File: src/charger_regs_pkg.sv
package charger_regs_pkg;

    // ----------------------------------------------------------------
    // register offsets on the two-wire bus
    // ----------------------------------------------------------------
    localparam logic [7:0] FLAG_OFFSET   = 8'h06;
    localparam logic [7:0] MASK_OFFSET   = 8'h07;
    localparam logic [7:0] THERM_OFFSET  = 8'h20;
    localparam logic [7:0] INPUT_OFFSET  = 8'h21;

    // ----------------------------------------------------------------
    // reset values and field layout
    // ----------------------------------------------------------------
    localparam logic [7:0] MASK_RESET    = 8'hff;
    localparam logic [7:0] THERM_RESET   = 8'h0f;
    localparam logic [7:0] INPUT_RESET   = 8'h00;
    localparam int         FLAG_COUNT    = 7;
    localparam int         HOT_LSB       = 6;
    localparam int         WARM_LSB      = 4;
    localparam int         COOL_LSB      = 2;
    localparam int         COLD_LSB      = 0;
    localparam int         VMIN_LSB      = 5;
    localparam int         ILIM_LSB      = 2;
    localparam int         PRECHARGE_BIT = 1;
    localparam int         ENABLE_BIT    = 0;
    localparam logic [2:0] ILIM_TOP_CODE = 3'h4;
    localparam logic [2:0] LAST_BIT      = 3'h7;
    localparam logic [7:0] READ_EMPTY    = 8'h00;

    // ----------------------------------------------------------------
    // carriers
    // ----------------------------------------------------------------
    typedef struct packed {
        logic       wrStrobe;
        logic       rdStrobe;
        logic [7:0] addr;
        logic [7:0] wdata;
    } reg_access_t;

    typedef struct packed {
        logic [1:0] hot_threshold_select;
        logic [1:0] warm_threshold_select;
        logic [1:0] cool_threshold_select;
        logic [1:0] cold_threshold_select;
        logic [2:0] input_min_voltage_select;
        logic [2:0] currentLimitStep;
        logic       precharge_current_select;
        logic       charger_enable;
    } charger_settings_t;

    typedef enum logic [2:0] {
        ST_IDLE, ST_ADDR, ST_REG, ST_WDATA, ST_ACK, ST_RDATA, ST_MACK
    } link_state_t;

endpackage

File: src/two_wire_slave.sv
`timescale 1ns/10ps
module two_wire_slave
    import charger_regs_pkg::*;
#(
    parameter logic [6:0] DEVICE_ADDR = 7'h2a  // arbitrary value
) (
    input  wire logic                         ref_clk,
    input  wire logic                         resetn,
    input  wire logic                         sclIn,
    input  wire logic                         sdaIn,
    output logic                              sdaOut,
    output logic                              sdaOeN,
    output charger_regs_pkg::reg_access_t     access,
    input  wire logic [7:0]                   readData
);
    import charger_regs_pkg::*;

    // ----------------------------------------------------------------
    // pin synchronisers
    // ----------------------------------------------------------------
    logic [2:0]  sclSync;
    logic [2:0]  sdaSync;
    logic        sclS;
    logic        sdaS;
    logic        sclPrev;
    logic        sdaPrev;
    logic        sclRise;
    logic        sclFall;
    logic        startSeen;
    logic        stopSeen;
    link_state_t state;
    link_state_t afterAck;
    logic [7:0]  shiftReg;
    logic [2:0]  bitCnt;
    logic        byteFull;

    always_ff @(posedge ref_clk) begin
        if (!resetn) begin
            sclSync <= 3'h7;
            sdaSync <= 3'h7;
            sclS    <= 1'b1;
            sdaS    <= 1'b1;
            sclPrev <= 1'b1;
            sdaPrev <= 1'b1;
        end else begin
            sclSync <= {sclSync[1:0], sclIn};
            sdaSync <= {sdaSync[1:0], sdaIn};
            // glitch filter: a change counts once two stages agree
            if (sclSync[2] == sclSync[1]) begin
                sclS <= sclSync[2];
            end
            if (sdaSync[2] == sdaSync[1]) begin
                sdaS <= sdaSync[2];
            end
            sclPrev <= sclS;
            sdaPrev <= sdaS;
        end
    end

    assign sclRise   = sclS & ~sclPrev;
    assign sclFall   = ~sclS & sclPrev;
    assign startSeen = sclS & sclPrev & sdaPrev & ~sdaS;
    assign stopSeen  = sclS & sclPrev & ~sdaPrev & sdaS;

    // ----------------------------------------------------------------
    // byte engine
    // ----------------------------------------------------------------
    always_ff @(posedge ref_clk) begin
        if (!resetn) begin
            state    <= ST_IDLE;
            afterAck <= ST_IDLE;
            shiftReg <= 8'h00;
            bitCnt   <= 3'h0;
            byteFull <= 1'b0;
            sdaOut   <= 1'b0;
            sdaOeN   <= 1'b1;
            access   <= '0;
        end else begin
            access.wrStrobe <= 1'b0;
            access.rdStrobe <= 1'b0;
            if (startSeen) begin
                state    <= ST_ADDR;
                bitCnt   <= 3'h0;
                byteFull <= 1'b0;
                sdaOeN   <= 1'b1;
            end else if (stopSeen) begin
                state  <= ST_IDLE;
                sdaOeN <= 1'b1;
            end else begin
                case (state)
                    ST_ADDR, ST_REG, ST_WDATA: begin
                        if (sclRise) begin
                            shiftReg <= {shiftReg[6:0], sdaS};
                            bitCnt   <= bitCnt + 3'h1;
                            byteFull <= (bitCnt == LAST_BIT);
                        end else if (sclFall && byteFull) begin
                            byteFull <= 1'b0;
                            sdaOeN   <= 1'b0;
                            state    <= ST_ACK;
                            if (state == ST_ADDR) begin
                                afterAck <= shiftReg[0] ? ST_RDATA : ST_REG;
                                if (shiftReg[7:1] != DEVICE_ADDR) begin
                                    // not ours: stay off the wire
                                    sdaOeN <= 1'b1;
                                    state  <= ST_IDLE;
                                end
                            end else if (state == ST_REG) begin
                                access.addr <= shiftReg;
                                afterAck    <= ST_WDATA;
                            end else begin
                                access.wrStrobe <= 1'b1;
                                access.wdata    <= shiftReg;
                                afterAck        <= ST_WDATA;
                            end
                        end
                    end
                    ST_ACK: begin
                        if (access.wrStrobe) begin
                            access.addr <= access.addr + 8'h01;
                        end
                        if (sclFall) begin
                            bitCnt <= 3'h0;
                            state  <= afterAck;
                            if (afterAck == ST_RDATA) begin
                                shiftReg        <= readData;
                                sdaOeN          <= readData[7];
                                access.rdStrobe <= 1'b1;
                            end else begin
                                sdaOeN <= 1'b1;
                            end
                        end
                    end
                    ST_RDATA: begin
                        if (access.rdStrobe) begin
                            access.addr <= access.addr + 8'h01;
                        end
                        if (sclFall) begin
                            bitCnt <= bitCnt + 3'h1;
                            if (bitCnt == LAST_BIT) begin
                                sdaOeN <= 1'b1;
                                state  <= ST_MACK;
                            end else begin
                                shiftReg <= {shiftReg[6:0], 1'b0};
                                sdaOeN   <= shiftReg[6];
                            end
                        end
                    end
                    ST_MACK: begin
                        if (sclRise) begin
                            // master nack ends the read
                            state    <= sdaS ? ST_IDLE : ST_ACK;
                            afterAck <= ST_RDATA;
                        end
                    end
                    default: begin
                        state <= ST_IDLE;
                    end
                endcase
            end
        end
    end

endmodule // two_wire_slave

File: src/charger_irq_mask_and_config_regs.sv
`timescale 1ns/10ps
//
// Notes on behaviour
// mask bits 6..4 gate system-config, system-control, input-control flags from irq
// mask bits 3..0 gate junction-temp, input-status, charger-status, thermistor flags
// mask 0 lets a flag through, 1 blocks it; all mask bits reset high
// software writes 0 to mask bit 7; its read value means nothing
// thermistor bits 7:6 pick hot threshold, reset 00
// thermistor bits 5:4 pick warm threshold, reset 00
// thermistor bits 3:2 pick cool threshold, reset 11
// thermistor bits 1:0 pick cold threshold, reset 11
// input bits 7:5 pick minimum input voltage 4.0V..4.7V, reset 000
// input bits 4:2 pick current limit 95mA..475mA when order select low
// current limit codes 101..111 act as code 100
// order select high reverses the current limit mapping
// input bit 1 picks precharge 10% or 20%, reset 0
// input bit 0 enables the charger when high
// charger enable loads its reset value from the factory option
// masking gates only irq; flags keep latching and stay readable
//
module charger_irq_mask_and_config_regs
    import charger_regs_pkg::*;
#(
    parameter logic [6:0] DEVICE_ADDR = 7'h2a  // arbitrary value
) (
    input  wire logic                              ref_clk,
    input  wire logic                              resetn,
    input  wire logic                              sclIn,
    input  wire logic                              sdaIn,
    output logic                                   sdaOut,
    output logic                                   sdaOeN,
    input  wire logic [6:0]                        flagEvents,
    input  wire logic                              chargerEnableOtp,
    input  wire logic                              current_limit_order_select,
    output logic                                   irq,
    output logic [6:0]                             flagView,
    output charger_regs_pkg::charger_settings_t    settings
);
    import charger_regs_pkg::*;

    // ----------------------------------------------------------------
    // bus access
    // ----------------------------------------------------------------
    reg_access_t access;
    logic [7:0]  readData;
    logic [7:0]  charger_interrupt_mask;
    logic [7:0]  thermistor_threshold_config;
    logic [7:0]  charger_input_config;
    logic [6:0]  flags;
    logic [6:0]  flagsShown;
    logic [6:0]  pending;
    logic        flagCleared;
    logic        maskWrite;
    logic        thermWrite;
    logic        inputWrite;
    logic [2:0]  clampedLimit;

    function automatic logic hits(input logic [7:0] addr, input logic [7:0] offset);
        return addr == offset;
    endfunction

    two_wire_slave #(
        .DEVICE_ADDR (DEVICE_ADDR)
    ) link (
        .ref_clk  (ref_clk),
        .resetn   (resetn),
        .sclIn    (sclIn),
        .sdaIn    (sdaIn),
        .sdaOut   (sdaOut),
        .sdaOeN   (sdaOeN),
        .access   (access),
        .readData (readData)
    );

    always_comb begin
        readData = READ_EMPTY;
        if (hits(access.addr, FLAG_OFFSET)) begin
            readData = {1'b0, flags};
        end else if (hits(access.addr, MASK_OFFSET)) begin
            readData = charger_interrupt_mask;
        end else if (hits(access.addr, THERM_OFFSET)) begin
            readData = thermistor_threshold_config;
        end else if (hits(access.addr, INPUT_OFFSET)) begin
            readData = charger_input_config;
        end
    end

    // ----------------------------------------------------------------
    // write decode
    // ----------------------------------------------------------------
    // one strobe per register; the pointer already holds the target
    assign maskWrite   = access.wrStrobe && hits(access.addr, MASK_OFFSET);
    assign thermWrite  = access.wrStrobe && hits(access.addr, THERM_OFFSET);
    assign inputWrite  = access.wrStrobe && hits(access.addr, INPUT_OFFSET);
    // clear strobe follows the edge that loaded the flag byte for shifting
    assign flagCleared = access.rdStrobe && hits(access.addr, FLAG_OFFSET);

    // ----------------------------------------------------------------
    // register storage
    // ----------------------------------------------------------------
    always_ff @(posedge ref_clk) begin
        if (!resetn) begin
            // mask resets high
            charger_interrupt_mask <= MASK_RESET;
        end else if (maskWrite) begin
            // bit 7 stored as written, no effect
            charger_interrupt_mask <= access.wdata;
        end
    end

    always_ff @(posedge ref_clk) begin
        if (!resetn) begin
            // cool and cold reset to 11
            thermistor_threshold_config <= THERM_RESET;
        end else if (thermWrite) begin
            thermistor_threshold_config <= access.wdata;
        end
    end

    always_ff @(posedge ref_clk) begin
        if (!resetn) begin
            charger_input_config             <= INPUT_RESET;
            // enable from factory option
            charger_input_config[ENABLE_BIT] <= chargerEnableOtp;
        end else if (inputWrite) begin
            charger_input_config <= access.wdata;
        end
    end

    // ----------------------------------------------------------------
    // event flags and interrupt
    // ----------------------------------------------------------------
    // what the read byte carried out: flags as they stood one edge before the clear
    always_ff @(posedge ref_clk) begin
        if (!resetn) begin
            flagsShown <= '0;
        end else begin
            flagsShown <= flags;
        end
    end

    // clear on read drops only shown flags, so an event just before it is not lost
    for (genvar f = 0; f < FLAG_COUNT; f++) begin : g_flag
        always_ff @(posedge ref_clk) begin
            if (!resetn) begin
                flags[f] <= 1'b0;
            end else if (flagEvents[f]) begin
                // latch regardless of mask, set wins
                flags[f] <= 1'b1;
            end else if (flagCleared && flagsShown[f]) begin
                flags[f] <= 1'b0;
            end
        end
    end

    // ----------------------------------------------------------------
    // interrupt output
    // ----------------------------------------------------------------
    // per-flag mask gate
    for (genvar f = 0; f < FLAG_COUNT; f++) begin : g_gate
        assign pending[f] = flags[f] & ~charger_interrupt_mask[f];
    end

    always_ff @(posedge ref_clk) begin
        if (!resetn) begin
            irq      <= 1'b0;
            flagView <= '0;
        end else begin
            // mask gates output only
            irq      <= |pending;
            flagView <= flags;
        end
    end

    // ----------------------------------------------------------------
    // decoded settings
    // ----------------------------------------------------------------
    // reserved codes clamp to top code
    // clamped before the order flip, so a reserved code tracks code 100 either way
    assign clampedLimit = (charger_input_config[ILIM_LSB+2:ILIM_LSB] > ILIM_TOP_CODE)
                        ? ILIM_TOP_CODE : charger_input_config[ILIM_LSB+2:ILIM_LSB];

    always_ff @(posedge ref_clk) begin
        if (!resetn) begin
            settings.hot_threshold_select  <= '0;
            settings.warm_threshold_select <= '0;
            settings.cool_threshold_select <= '0;
            settings.cold_threshold_select <= '0;
        end else begin
            // threshold selects
            settings.hot_threshold_select  <= thermistor_threshold_config[HOT_LSB+1:HOT_LSB];
            settings.warm_threshold_select <= thermistor_threshold_config[WARM_LSB+1:WARM_LSB];
            settings.cool_threshold_select <= thermistor_threshold_config[COOL_LSB+1:COOL_LSB];
            settings.cold_threshold_select <= thermistor_threshold_config[COLD_LSB+1:COLD_LSB];
        end
    end

    // ----------------------------------------------------------------
    // input settings
    // ----------------------------------------------------------------
    always_ff @(posedge ref_clk) begin
        if (!resetn) begin
            settings.input_min_voltage_select <= '0;
            settings.currentLimitStep         <= '0;
            settings.precharge_current_select <= 1'b0;
            settings.charger_enable           <= 1'b0;
        end else begin
            // minimum input voltage
            settings.input_min_voltage_select <= charger_input_config[VMIN_LSB+2:VMIN_LSB];
            // step n means 95mA times n+1
            settings.currentLimitStep <= current_limit_order_select
                                       ? ILIM_TOP_CODE - clampedLimit : clampedLimit;
            // precharge fraction
            settings.precharge_current_select <= charger_input_config[PRECHARGE_BIT];
            // charger enable
            settings.charger_enable <= charger_input_config[ENABLE_BIT];
        end
    end

endmodule // charger_irq_mask_and_config_regs

File: config.mk
export PLATFORM = sky130hd
export DESIGN_NAME = charger_irq_mask_and_config_regs
export DESIGN_NICKNAME = d
export VERILOG_FILES = /design/src/charger_regs_pkg.sv /design/src/two_wire_slave.sv /design/src/charger_irq_mask_and_config_regs.sv
export SDC_FILE = /design/constraint.sdc
export NUM_CORES = 1
export LEC_CHECK = 0
export ABC_AREA = 0
export BUFFER_PORTS_ARGS = -buffer_cell sky130_fd_sc_hd__buf_2
export CORE_ASPECT_RATIO = 0.8
export CORE_UTILIZATION = 60
export DETAILED_ROUTE_END_ITERATION = 8
export GPL_TIMING_DRIVEN = 1
export PLACE_DENSITY = 0.8
export SLEW_MARGIN = 25
export SYNTH_ARGS = -nofsm -noshare
export SYNTH_HDL_FRONTEND = slang
export SYNTH_SLANG_ARGS = --single-unit
File: constraint.sdc
create_clock -name ref_clk -period 4 [get_ports ref_clk]
set_input_delay 0 -clock ref_clk [delete_from_list [all_inputs] [get_ports ref_clk]]
set_output_delay 0 -clock ref_clk [all_outputs]
set_load 0.05 [all_outputs]
---- Word-level counts from Yosys, hierarchy flattened ----
Index checks and enable logic that the tools add are counted.
word-level totals
  register bits ........................... 102
  input bits .............................. 13
  output and inout port bits .............. 26
  logic and storage cells ................. 220
operators by class
  add/sub/neg operators ................... 3
  $lt $le $gt $ge ......................... 1
  equality and inequality tests ........... 35
  muxes and demuxes ....................... 71
  bitwise logic cells ..................... 35
  reductions and logical operators ........ 37
operator list
  operator             count
  $mux 8               13
  $mux 3               19
  $mux 16              3
  $pmux 8 s3           2
  $mux 1               30
  $ne 2x1->1 const B   11
  $not 1->1            21
  $ne 4x1->1 const B   5
  $reduce_and 6->1     3
  $reduce_bool 2->1    9
  $eq 8x3->1 const B   2
  $eq 8x6->1 const B   2
  $eq 3x3->1 const B   5
  $and 1x1->1          14
  $reduce_or 7->1      2
  $logic_and 1x1->1    12
  $pmux 3 s4           1
  $reduce_and 5->1     2
  $pmux 3 s3           1
  $reduce_and 9->1     1
  $add 8x1->8 const B  1
  $reduce_and 8->1     1
  $ne 7x6->1 const B   1
  $reduce_and 7->1     1
  other kinds (15)     20

---- Longest topological paths before layout ----
Gate-level depths: netlist of run 1.
  depth in word-level cells ............... 8
  gate-level depth with buffers ........... 8
  gate-level depth less buffers ........... 6

---- Modules after synthesis ----
A second synthesis of run 1 with hierarchy kept.
second synthesis, totals
  cell total of the unflattened synthesis .. 526
  area total of the unflattened synthesis .. 4764.6 sq um
by module, submodules not included
  module                            instances  cells an instance  area an instance (sq um)
  two_wire_slave                    1          272                2391.0
  charger_irq_mask_and_config_regs  1          254                2373.5

---- Worst setup path after synthesis of run 1 ----
Ideal clock, no wire load.
  kind .................................... register to register
  start point ............................. register link.bitCnt[0]
  end point ............................... register link.shiftReg[7]
  setup time .............................. 0.139 ns
  arrival time ............................ 1.775 ns
  path slack .............................. 2.086 ns
  cell stages (with the launch flop) ...... 8
  path buffers ............................ 1
  period minus slack after synthesis ...... 1.914 ns
  cells stage by stage .................... dfxtp_1 ha_1 ha_1 and4b_1 a21oi_1 and2_1 clkbuf_1 a311oi_2
on the way
  word-level cells in the longest chain between the ends .. 3
ends and longest elaborated chain
  element                            line                   text
  from (decl)                        two_wire_slave.sv:34   logic [2:0] bitCnt;
  from (signal assigned)             two_wire_slave.sv:94   bitCnt <= bitCnt + 3'h1;
  from (signal assigned)             two_wire_slave.sv:138  bitCnt <= bitCnt + 3'h1;
  $eq 3x3->1                         two_wire_slave.sv:139  if (bitCnt == LAST_BIT) begin
  $ne 2x2->1 (no source line)        n/a
  $reduce_and 8->1 (no source line)  n/a
  to (signal assigned)               two_wire_slave.sv:93   shiftReg <= {shiftReg[6:0], sdaS};
  to (signal assigned)               two_wire_slave.sv:125  shiftReg <= readData;
  to (signal assigned)               two_wire_slave.sv:143  shiftReg <= {shiftReg[6:0], 1'b0};
  to (decl)                          two_wire_slave.sv:33   logic [7:0] shiftReg;
No other way between the ends.
A chain may end at the register's enable or synchronous reset.

---- Final worst setup path of run 1 ----
  start point ............................. register link.access[14] (netlist name)
  end point ............................... register link.shiftReg[4]
on the way
  word-level cells in the longest chain between the ends .. 8
ends and longest elaborated chain
  element       line                                    text
  $eq 8x6->1    charger_irq_mask_and_config_regs.sv:59  return addr == offset;
  $mux 8        charger_irq_mask_and_config_regs.sv:83  end else if (hits(access.addr, INPUT_OFFSET)) begin
  $mux 8        charger_irq_mask_and_config_regs.sv:81  end else if (hits(access.addr, THERM_OFFSET)) begin
  $mux 8        charger_irq_mask_and_config_regs.sv:79  end else if (hits(access.addr, MASK_OFFSET)) begin
  $mux 8 *      charger_irq_mask_and_config_regs.sv:77  if (hits(access.addr, FLAG_OFFSET)) begin
  $mux 8 *      two_wire_slave.sv:124                   if (afterAck == ST_RDATA) begin
  $mux 8 *      two_wire_slave.sv:121                   if (sclFall) begin
  $pmux 8 s3 *  two_wire_slave.sv:90                    case (state)
Every way passes the cells marked *; elsewhere a longest branch is shown, timed or not. The select of a mux whose other input is x is not followed.

==> results of run 1 <==
==> cells by family (layout without fill, tap and decap cells) <==
group / Yosys count / in the layout / synth area share
other: 1 / 1 / 0.0008089
buffers and inverters: 49 / 81 / 0.04750
adder cells (fa/ha/maj): 7 / 7 / 0.01889
AND/OR/NAND/NOR: 207 / 207 / 0.2378
AO/OA/AOI/OAI: 130 / 130 / 0.1965
XOR/XNOR: 2 / 2 / 0.003779
multiplexers: 24 / 24 / 0.05209
flip-flops: 102 / 102 / 0.4426
==> routing by layer <==
layer / track usage / up-vias / wire length, microns
met3: 0.07398 / 19 / 1045
met4: 0.05507 / 0 / 125
met1: 0.4361 / 1833 / 5452
met5: 0 / - / 0
met2: 0.4178 / 203 / 4710
li1: - / 1926 / -
==> synth_stat cells (3+ instances only) <==
library cell  count  area (sq um)
ha_1              7         87.58
a31o_2            3         26.28
nor4_1            6         37.54
o21a_1           10         75.07
a211oi_1         14         105.1
nor2_1           38         142.6
nor3_2            7         70.07
dfxtp_1         101          2022
o22ai_1           6         37.54
clkbuf_1         24         90.09
mux2i_1          23         230.2
nand2b_1         19         118.9
nor3b_1           3         22.52
nor2b_1           4         25.02
a22oi_1           3         22.52
o21ai_0          14         70.07
a21oi_1          32         160.2
and2_1           15         93.84
o211a_1           5         50.05
or3_1             3         18.77
a311oi_1          8         70.07
o221ai_1          8         70.07
nand3_1          13         65.06
nand3b_1         12         90.09
nor3_1            7         35.03
and3_1            3         18.77
a31oi_1           9         56.30
inv_1            12         45.04
buf_2             7         35.03
nand2_1          63         236.5
==> critical path, cell delays in order (launching register included) <==
cell and delay (ns):
dfxtp_1 0.37, or4_1 0.94, a211oi_1 0.56, o221ai_1 0.22
a311oi_1 0.31
==> through the flow <==
step,utilization,hold WS (ns),area [sq um]
final,0.6899,0.1640,5124
after global routing,0.6899,0.1873,5124
after CTS,0.6899,0.1552,5124
after detailed placement,0.6477,0.1849,4811
after global placement,0.6477,0.1791,4811
after floorplan,-,0.1015,4636
==> worst max path at each step <==
| stage | startpoint | endpoint | slack, ns | depth (start not counted) |
|---|---|---|---|---|
| global route | link.state[2]$_SDFFE_PP0P_ | link.shiftReg[3]$_SDFFE_PN0P_ | 1.35 | 4 |
| detailed placement | link.access[14]$_SDFFE_PN0P_ | link.shiftReg[4]$_SDFFE_PN0P_ | 1.55 | 4 |
| floorplan | link.bitCnt[0]$_SDFFE_PP0P_ | link.shiftReg[7]$_SDFFE_PN0P_ | 2.09 | 7 |
| finish | link.access[14]$_SDFFE_PN0P_ | link.shiftReg[4]$_SDFFE_PN0P_ | 1.50 | 4 |
| global placement | link.access[14]$_SDFFE_PN0P_ | link.shiftReg[4]$_SDFFE_PN0P_ | 1.58 | 4 |
| CTS | link.access[14]$_SDFFE_PN0P_ | link.shiftReg[4]$_SDFFE_PN0P_ | 1.54 | 4 |
==> cell usage in the layout, fill, tap and decap left out, types with 3 or more instances in the layout <==
| master | n |
|---|---|
| and2_1 | 15 |
| nor2b_1 | 4 |
| nand2_1 | 63 |
| o211a_1 | 5 |
| buf_4 | 4 |
| ha_1 | 7 |
| dfxtp_1 | 101 |
| buf_2 | 37 |
| nor3_2 | 7 |
| clkbuf_8 | 9 |
| a311oi_1 | 8 |
| nand3b_1 | 12 |
| o221ai_1 | 8 |
| o22ai_1 | 6 |
| nor3_1 | 7 |
| a21oi_1 | 32 |
| o21a_1 | 10 |
| or3_1 | 3 |
| nor4_1 | 6 |
| nand2b_1 | 19 |
| nor3b_1 | 3 |
| inv_1 | 12 |
| a211oi_1 | 14 |
| dlygate4sd3_1 | 11 |
| nor2_1 | 38 |
| a31oi_1 | 9 |
| and3_1 | 3 |
| a31o_2 | 3 |
| a22oi_1 | 3 |
| o21ai_0 | 14 |
| mux2i_1 | 23 |
| nand3_1 | 13 |
==> timing repair <==
action / CTS / global route
hold endpoints to repair: 12 / 0
setup buffers: 0 / 0
endpoints found under the setup margin: 0 / 0
hold buffers: 11 / 0
==> flip-flops by register name, indices dropped and copies added (netlist names), 7 cells and up <==
register                     cells
thermistor_threshold_config      8
link.access                     18
flagView                         7
charger_interrupt_mask           8
charger_input_config             8
flags                            7
settings                        16
link.shiftReg                    8
==> where the power goes <==
part / internal [mW] / switching (mW)
clock network: 0.300 / 0.376
logic: 0.0283 / 0.0597
registers: 1.03 / 0.00757
==> layout make-up <==
class / instances / area, sq um / area share
timing repair buffer: 52 / 325.3 / 0.06349
clock inverter: 6 / 75.07 / 0.01465
tap: 105 / 131.4 / 0.02564
inverter: 13 / 48.80 / 0.009524
multi-input combinational: 371 / 2364 / 0.4613
sequential: 102 / 2052 / 0.4005
clock buffer: 10 / 127.6 / 0.02491
==> impl_metrics.ini, run 1 <==
[floorplanning]
fp.dieW_microns = 100.3
rows = 28
start_util = 0.6242
boundaryPins = 39
dieArea_sq_mm = 0.008084
die_height_microns = 80.62
coreArea_sq_mm = 0.007427

[sta]
finalHoldViolCount = 0
slew_headroom = 0.4150
rsz0062_at_grt = no
final_max_slew_viol_count = 0
tightest_slew_ns = 0.8695
setup_viol = 0
tns_ns = 0
period_needed_ns = 2.496
post-route-period-util = 0.6239
fin_skew_ns = 0.008265
fmax_mhz = 400.7
setup_slack_ns = 1.504

[synth]
syn_avg_cell_area_sq_um = 8.881
syn_inst = 522
syn-num-nets = 542
ys_seq_elements = 102
synth.distinct_cells = 65
ys_seq_area_frac = 0.4426
yosysWarnings = 0
netlist_area_sq_mm = 0.004636
synth_edf_count = 1
synthArstFlopShare = 0
synth_flop_cell = dfxtp_1

[run]
maxCapViolCount = 0

[drt]
routed_via_density = 6.041
wl_microns = 11330
drtAntennaViolNets = 0
drt-pass1-iter-count = 5
drc = 0
drt_iter0_drc = 323
wl_per_cell_microns = 17.20
dr_total_vias = 3981

[placement]
gp_congestion = 0.9595
dp_cells = 632
pre_cts_slack_ns = 1.545
place_hpwl_microns = 7722
port_buffers = 37

[worst_hold_path]
worstHoldStart = resetn
hp-class = primary input to flop
hold_end = thermistor_threshold_config[1]$_SDFFE_PN1P_
min_path_cells = 3

[grt]
antenna_found_initial = 0
grt_pass1_wl_microns = 17800
grt_overflow = 0
grt_pass1_vias = 3442
grtUsageTotal = 0.2909
grt_max_degree = 60

[clock_network]
htreeDepth = 3
clk_latency_ns = 0.37
ctsResizeCount = 0
cts_tree = built
cts_root_buffer = clkbuf_8
cts_sinks = 102
numCtsBuffers = 9
clk_pin_slew_ns = 0.10
cts.path.max_buffers = 2

[power_and_ir_drop]
power.leakage_nw = 2.008
power-per-cell-area_mw_per_mm2 = 351.9
finalPower_mw = 1.803
ir_worst_vdd_v = 0.0002393

[layout]
fin_cells = 659
antenna_cells = 0
layout-drive-gt1-share = 0.1426
fillers = 626
area_growth_pct = 10.53
nets = 569

[critical_path]
critPathKind = flop to flop
worstPathArrival_ns = 2.77
crit_fanout = 18
worst_ep_required_time_ns = 4.28
reg2reg_slack_ns = 1.50
r2r_start = link.access[14]$_SDFFE_PN0P_
rr_endpoint = link.shiftReg[4]$_SDFFE_PN0P_
reg2reg_depth = 4
start_kind = flop
cp-end-kind = flop

[status]
status = complete, no violations
(Power assumes the default switching activity.)
==> run 2: changes to the inputs <==
--- a/config.mk
+++ b/config.mk
@@ -8,10 +8,10 @@
 export ABC_AREA = 0
 export BUFFER_PORTS_ARGS = -buffer_cell sky130_fd_sc_hd__buf_2
 export CORE_ASPECT_RATIO = 0.8
-export CORE_UTILIZATION = 60
+export CORE_UTILIZATION = 54
 export DETAILED_ROUTE_END_ITERATION = 8
 export GPL_TIMING_DRIVEN = 1
-export PLACE_DENSITY = 0.8
+export PLACE_DENSITY = 0.76
 export SLEW_MARGIN = 25
 export SYNTH_ARGS = -nofsm -noshare
 export SYNTH_HDL_FRONTEND = slang
==> constraint.sdc (replaced) <==
create_clock -name ref_clk -period 2.21 [get_ports ref_clk]
set_input_delay 0 -clock ref_clk [delete_from_list [all_inputs] [get_ports ref_clk]]
set_output_delay 0 -clock ref_clk [all_outputs]
set_load 0.05 [all_outputs]
==> run 2 against run 1 <==
  * Sequential power is 81% higher
  * Critical path depth is 1 higher
  * Clock skew is 0.0016 ns lower
  * Die area is 11% higher
  * Non-clock buffer count is 18 higher
  * Largest cell class unchanged
==> impl_metrics.ini, run 2 (synthesis results as in run 1) <==
[status]
status = complete, no violations

[grt]
grt_overflow = 0
grtUsageTotal = 0.2751
grt_max_degree = 44
grt_pass1_wl_microns = 19090
antenna_found_initial = 0
grt_pass1_vias = 3662

[critical_path]
worst_ep_required_time_ns = 2.50
crit_fanout = 18
start_kind = flop
cp-end-kind = flop
worstPathArrival_ns = 2.34
critPathKind = flop to flop

[layout]
multiInputGateArea_sq_mm = 0.002366
area_growth_pct = 13.77
antenna_cells = 0
layout_common_cells = 101 x dfxtp_1, 63 x nand2_1, 38 x nor2_1
nets = 587
post-route-util = 0.6489
layout-drive-gt1-share = 0.1696
largest_register_ffs = 18
fin_cells = 680
mostFrequentLayoutCell = dfxtp_1
fillers = 707
largestRegisters = link.access: 18 flops, settings: 16 flops
seqCellArea_sq_mm = 0.002052
largest-register = link.access

[floorplanning]
die_height_microns = 84.87
fp.dieW_microns = 105.6
start_util = 0.5704
rows = 29
boundaryPins = 39
dieArea_sq_mm = 0.008961
coreArea_sq_mm = 0.008128

[sta]
fmax_mhz = 488.9
period_needed_ns = 2.045
tightest_slew_ns = 0.6507
rsz0062_at_grt = no
final_max_slew_viol_count = 0
tns_ns = 0
post-route-period-util = 0.9256
finalHoldViolCount = 0
setup_viol = 0
hold_ws_ns = 0.01247
fin_skew_ns = 0.006646
slew_headroom = 0.5550

[power_and_ir_drop]
ir_worst_vdd_v = 0.0005127
power-per-cell-area_mw_per_mm2 = 622.1
power.leakage_nw = 2.102
finalPower_mw = 3.281

[clock_network]
post_cts_buffers = 0
numCtsBuffers = 9
cts_root_buffer = clkbuf_8
htreeDepth = 3
clk_latency_ns = 0.38
cts_tree = built
clk_pin_slew_ns = 0.09
cts.path.max_buffers = 2
cts_sinks = 102

[drt]
dr_total_vias = 4043
drtAntennaViolNets = 0
drc = 0
drt-pass1-iter-count = 5
drt_iter0_drc = 307
wl_per_cell_microns = 17.28
routed_via_density = 5.946
wl_microns = 11750

[run]
maxCapViolCount = 0

[placement]
gp_congestion = 0.9326
port_buffers = 37
dp_cells = 653
place_hpwl_microns = 8315

[worst_hold_path]
hp-class = primary input to flop
[run 2: timing repair]
| item | 4_1_cts | 5_1_grt |
|---|---|---|
| hold endpoints to repair | 12 | 0 |
| endpoints found under the setup margin | 0 | 2 |
| hold buffers | 11 | 0 |
| resized for setup | 0 | 1 |
[run 2: where the power goes]
part,switching (mW),internal (mW)
clock,0.616,0.620
sequential,0.0155,1.87
combinational,0.109,0.0529
[run 2: through the flow]
step,area (sq um),setup WS [ns]
2_1_floorplan,4636,0.2961
3_3_place_gp,4950,0.2494
3_5_place_dp,4950,0.1614
4_1_cts,5271,0.1645
5_1_grt,5274,0.03166
6_report,5274,0.1645
[run 2: critical path, stage by stage (launching register included)]
cell	delay [ns]
dfxtp_1	0.36
or4_1	0.52
buf_4	0.22
a211oi_1	0.39
o221ai_1	0.19
a311oi_1	0.28
[run 2: cell type report]
type / count / area share
Tap cell: 108 / 0.02562
Clock buffer: 14 / 0.03274
Sequential cell: 102 / 0.3891
Multi-Input combinational cell: 371 / 0.4486
Timing Repair Buffer: 70 / 0.08731
Clock inverter: 2 / 0.007355
Inverter: 13 / 0.009253
[run 2: final timing paths]
kind                                              startpoint                                     endpoint  slack, ns  cells after the start
worst max-delay path            link.access[14]$_SDFFE_PN0P_                link.shiftReg[1]$_SDFFE_PN0P_       0.16                      5
worst max register to register  link.access[14]$_SDFFE_PN0P_                link.shiftReg[1]$_SDFFE_PN0P_       0.16                      5
worst min register to register    link.sdaSync[0]$_SDFF_PN1_                   link.sdaSync[1]$_SDFF_PN1_       0.41                      1
worst min-delay path                                  resetn  thermistor_threshold_config[3]$_SDFFE_PN1P_       0.01                      2
[run 2: per-layer routing]
| metal | part of all wire | up-vias | track usage |
|---|---|---|---|
| li1 | - | 1966 | - |
| met1 | 0.48 | 1904 | 0.4012 |
| met2 | 0.43 | 157 | 0.4055 |
| met3 | 0.082 | 16 | 0.07066 |
| met4 | 0.012 | 0 | 0.06944 |
| met5 | 0 | - | 0 |
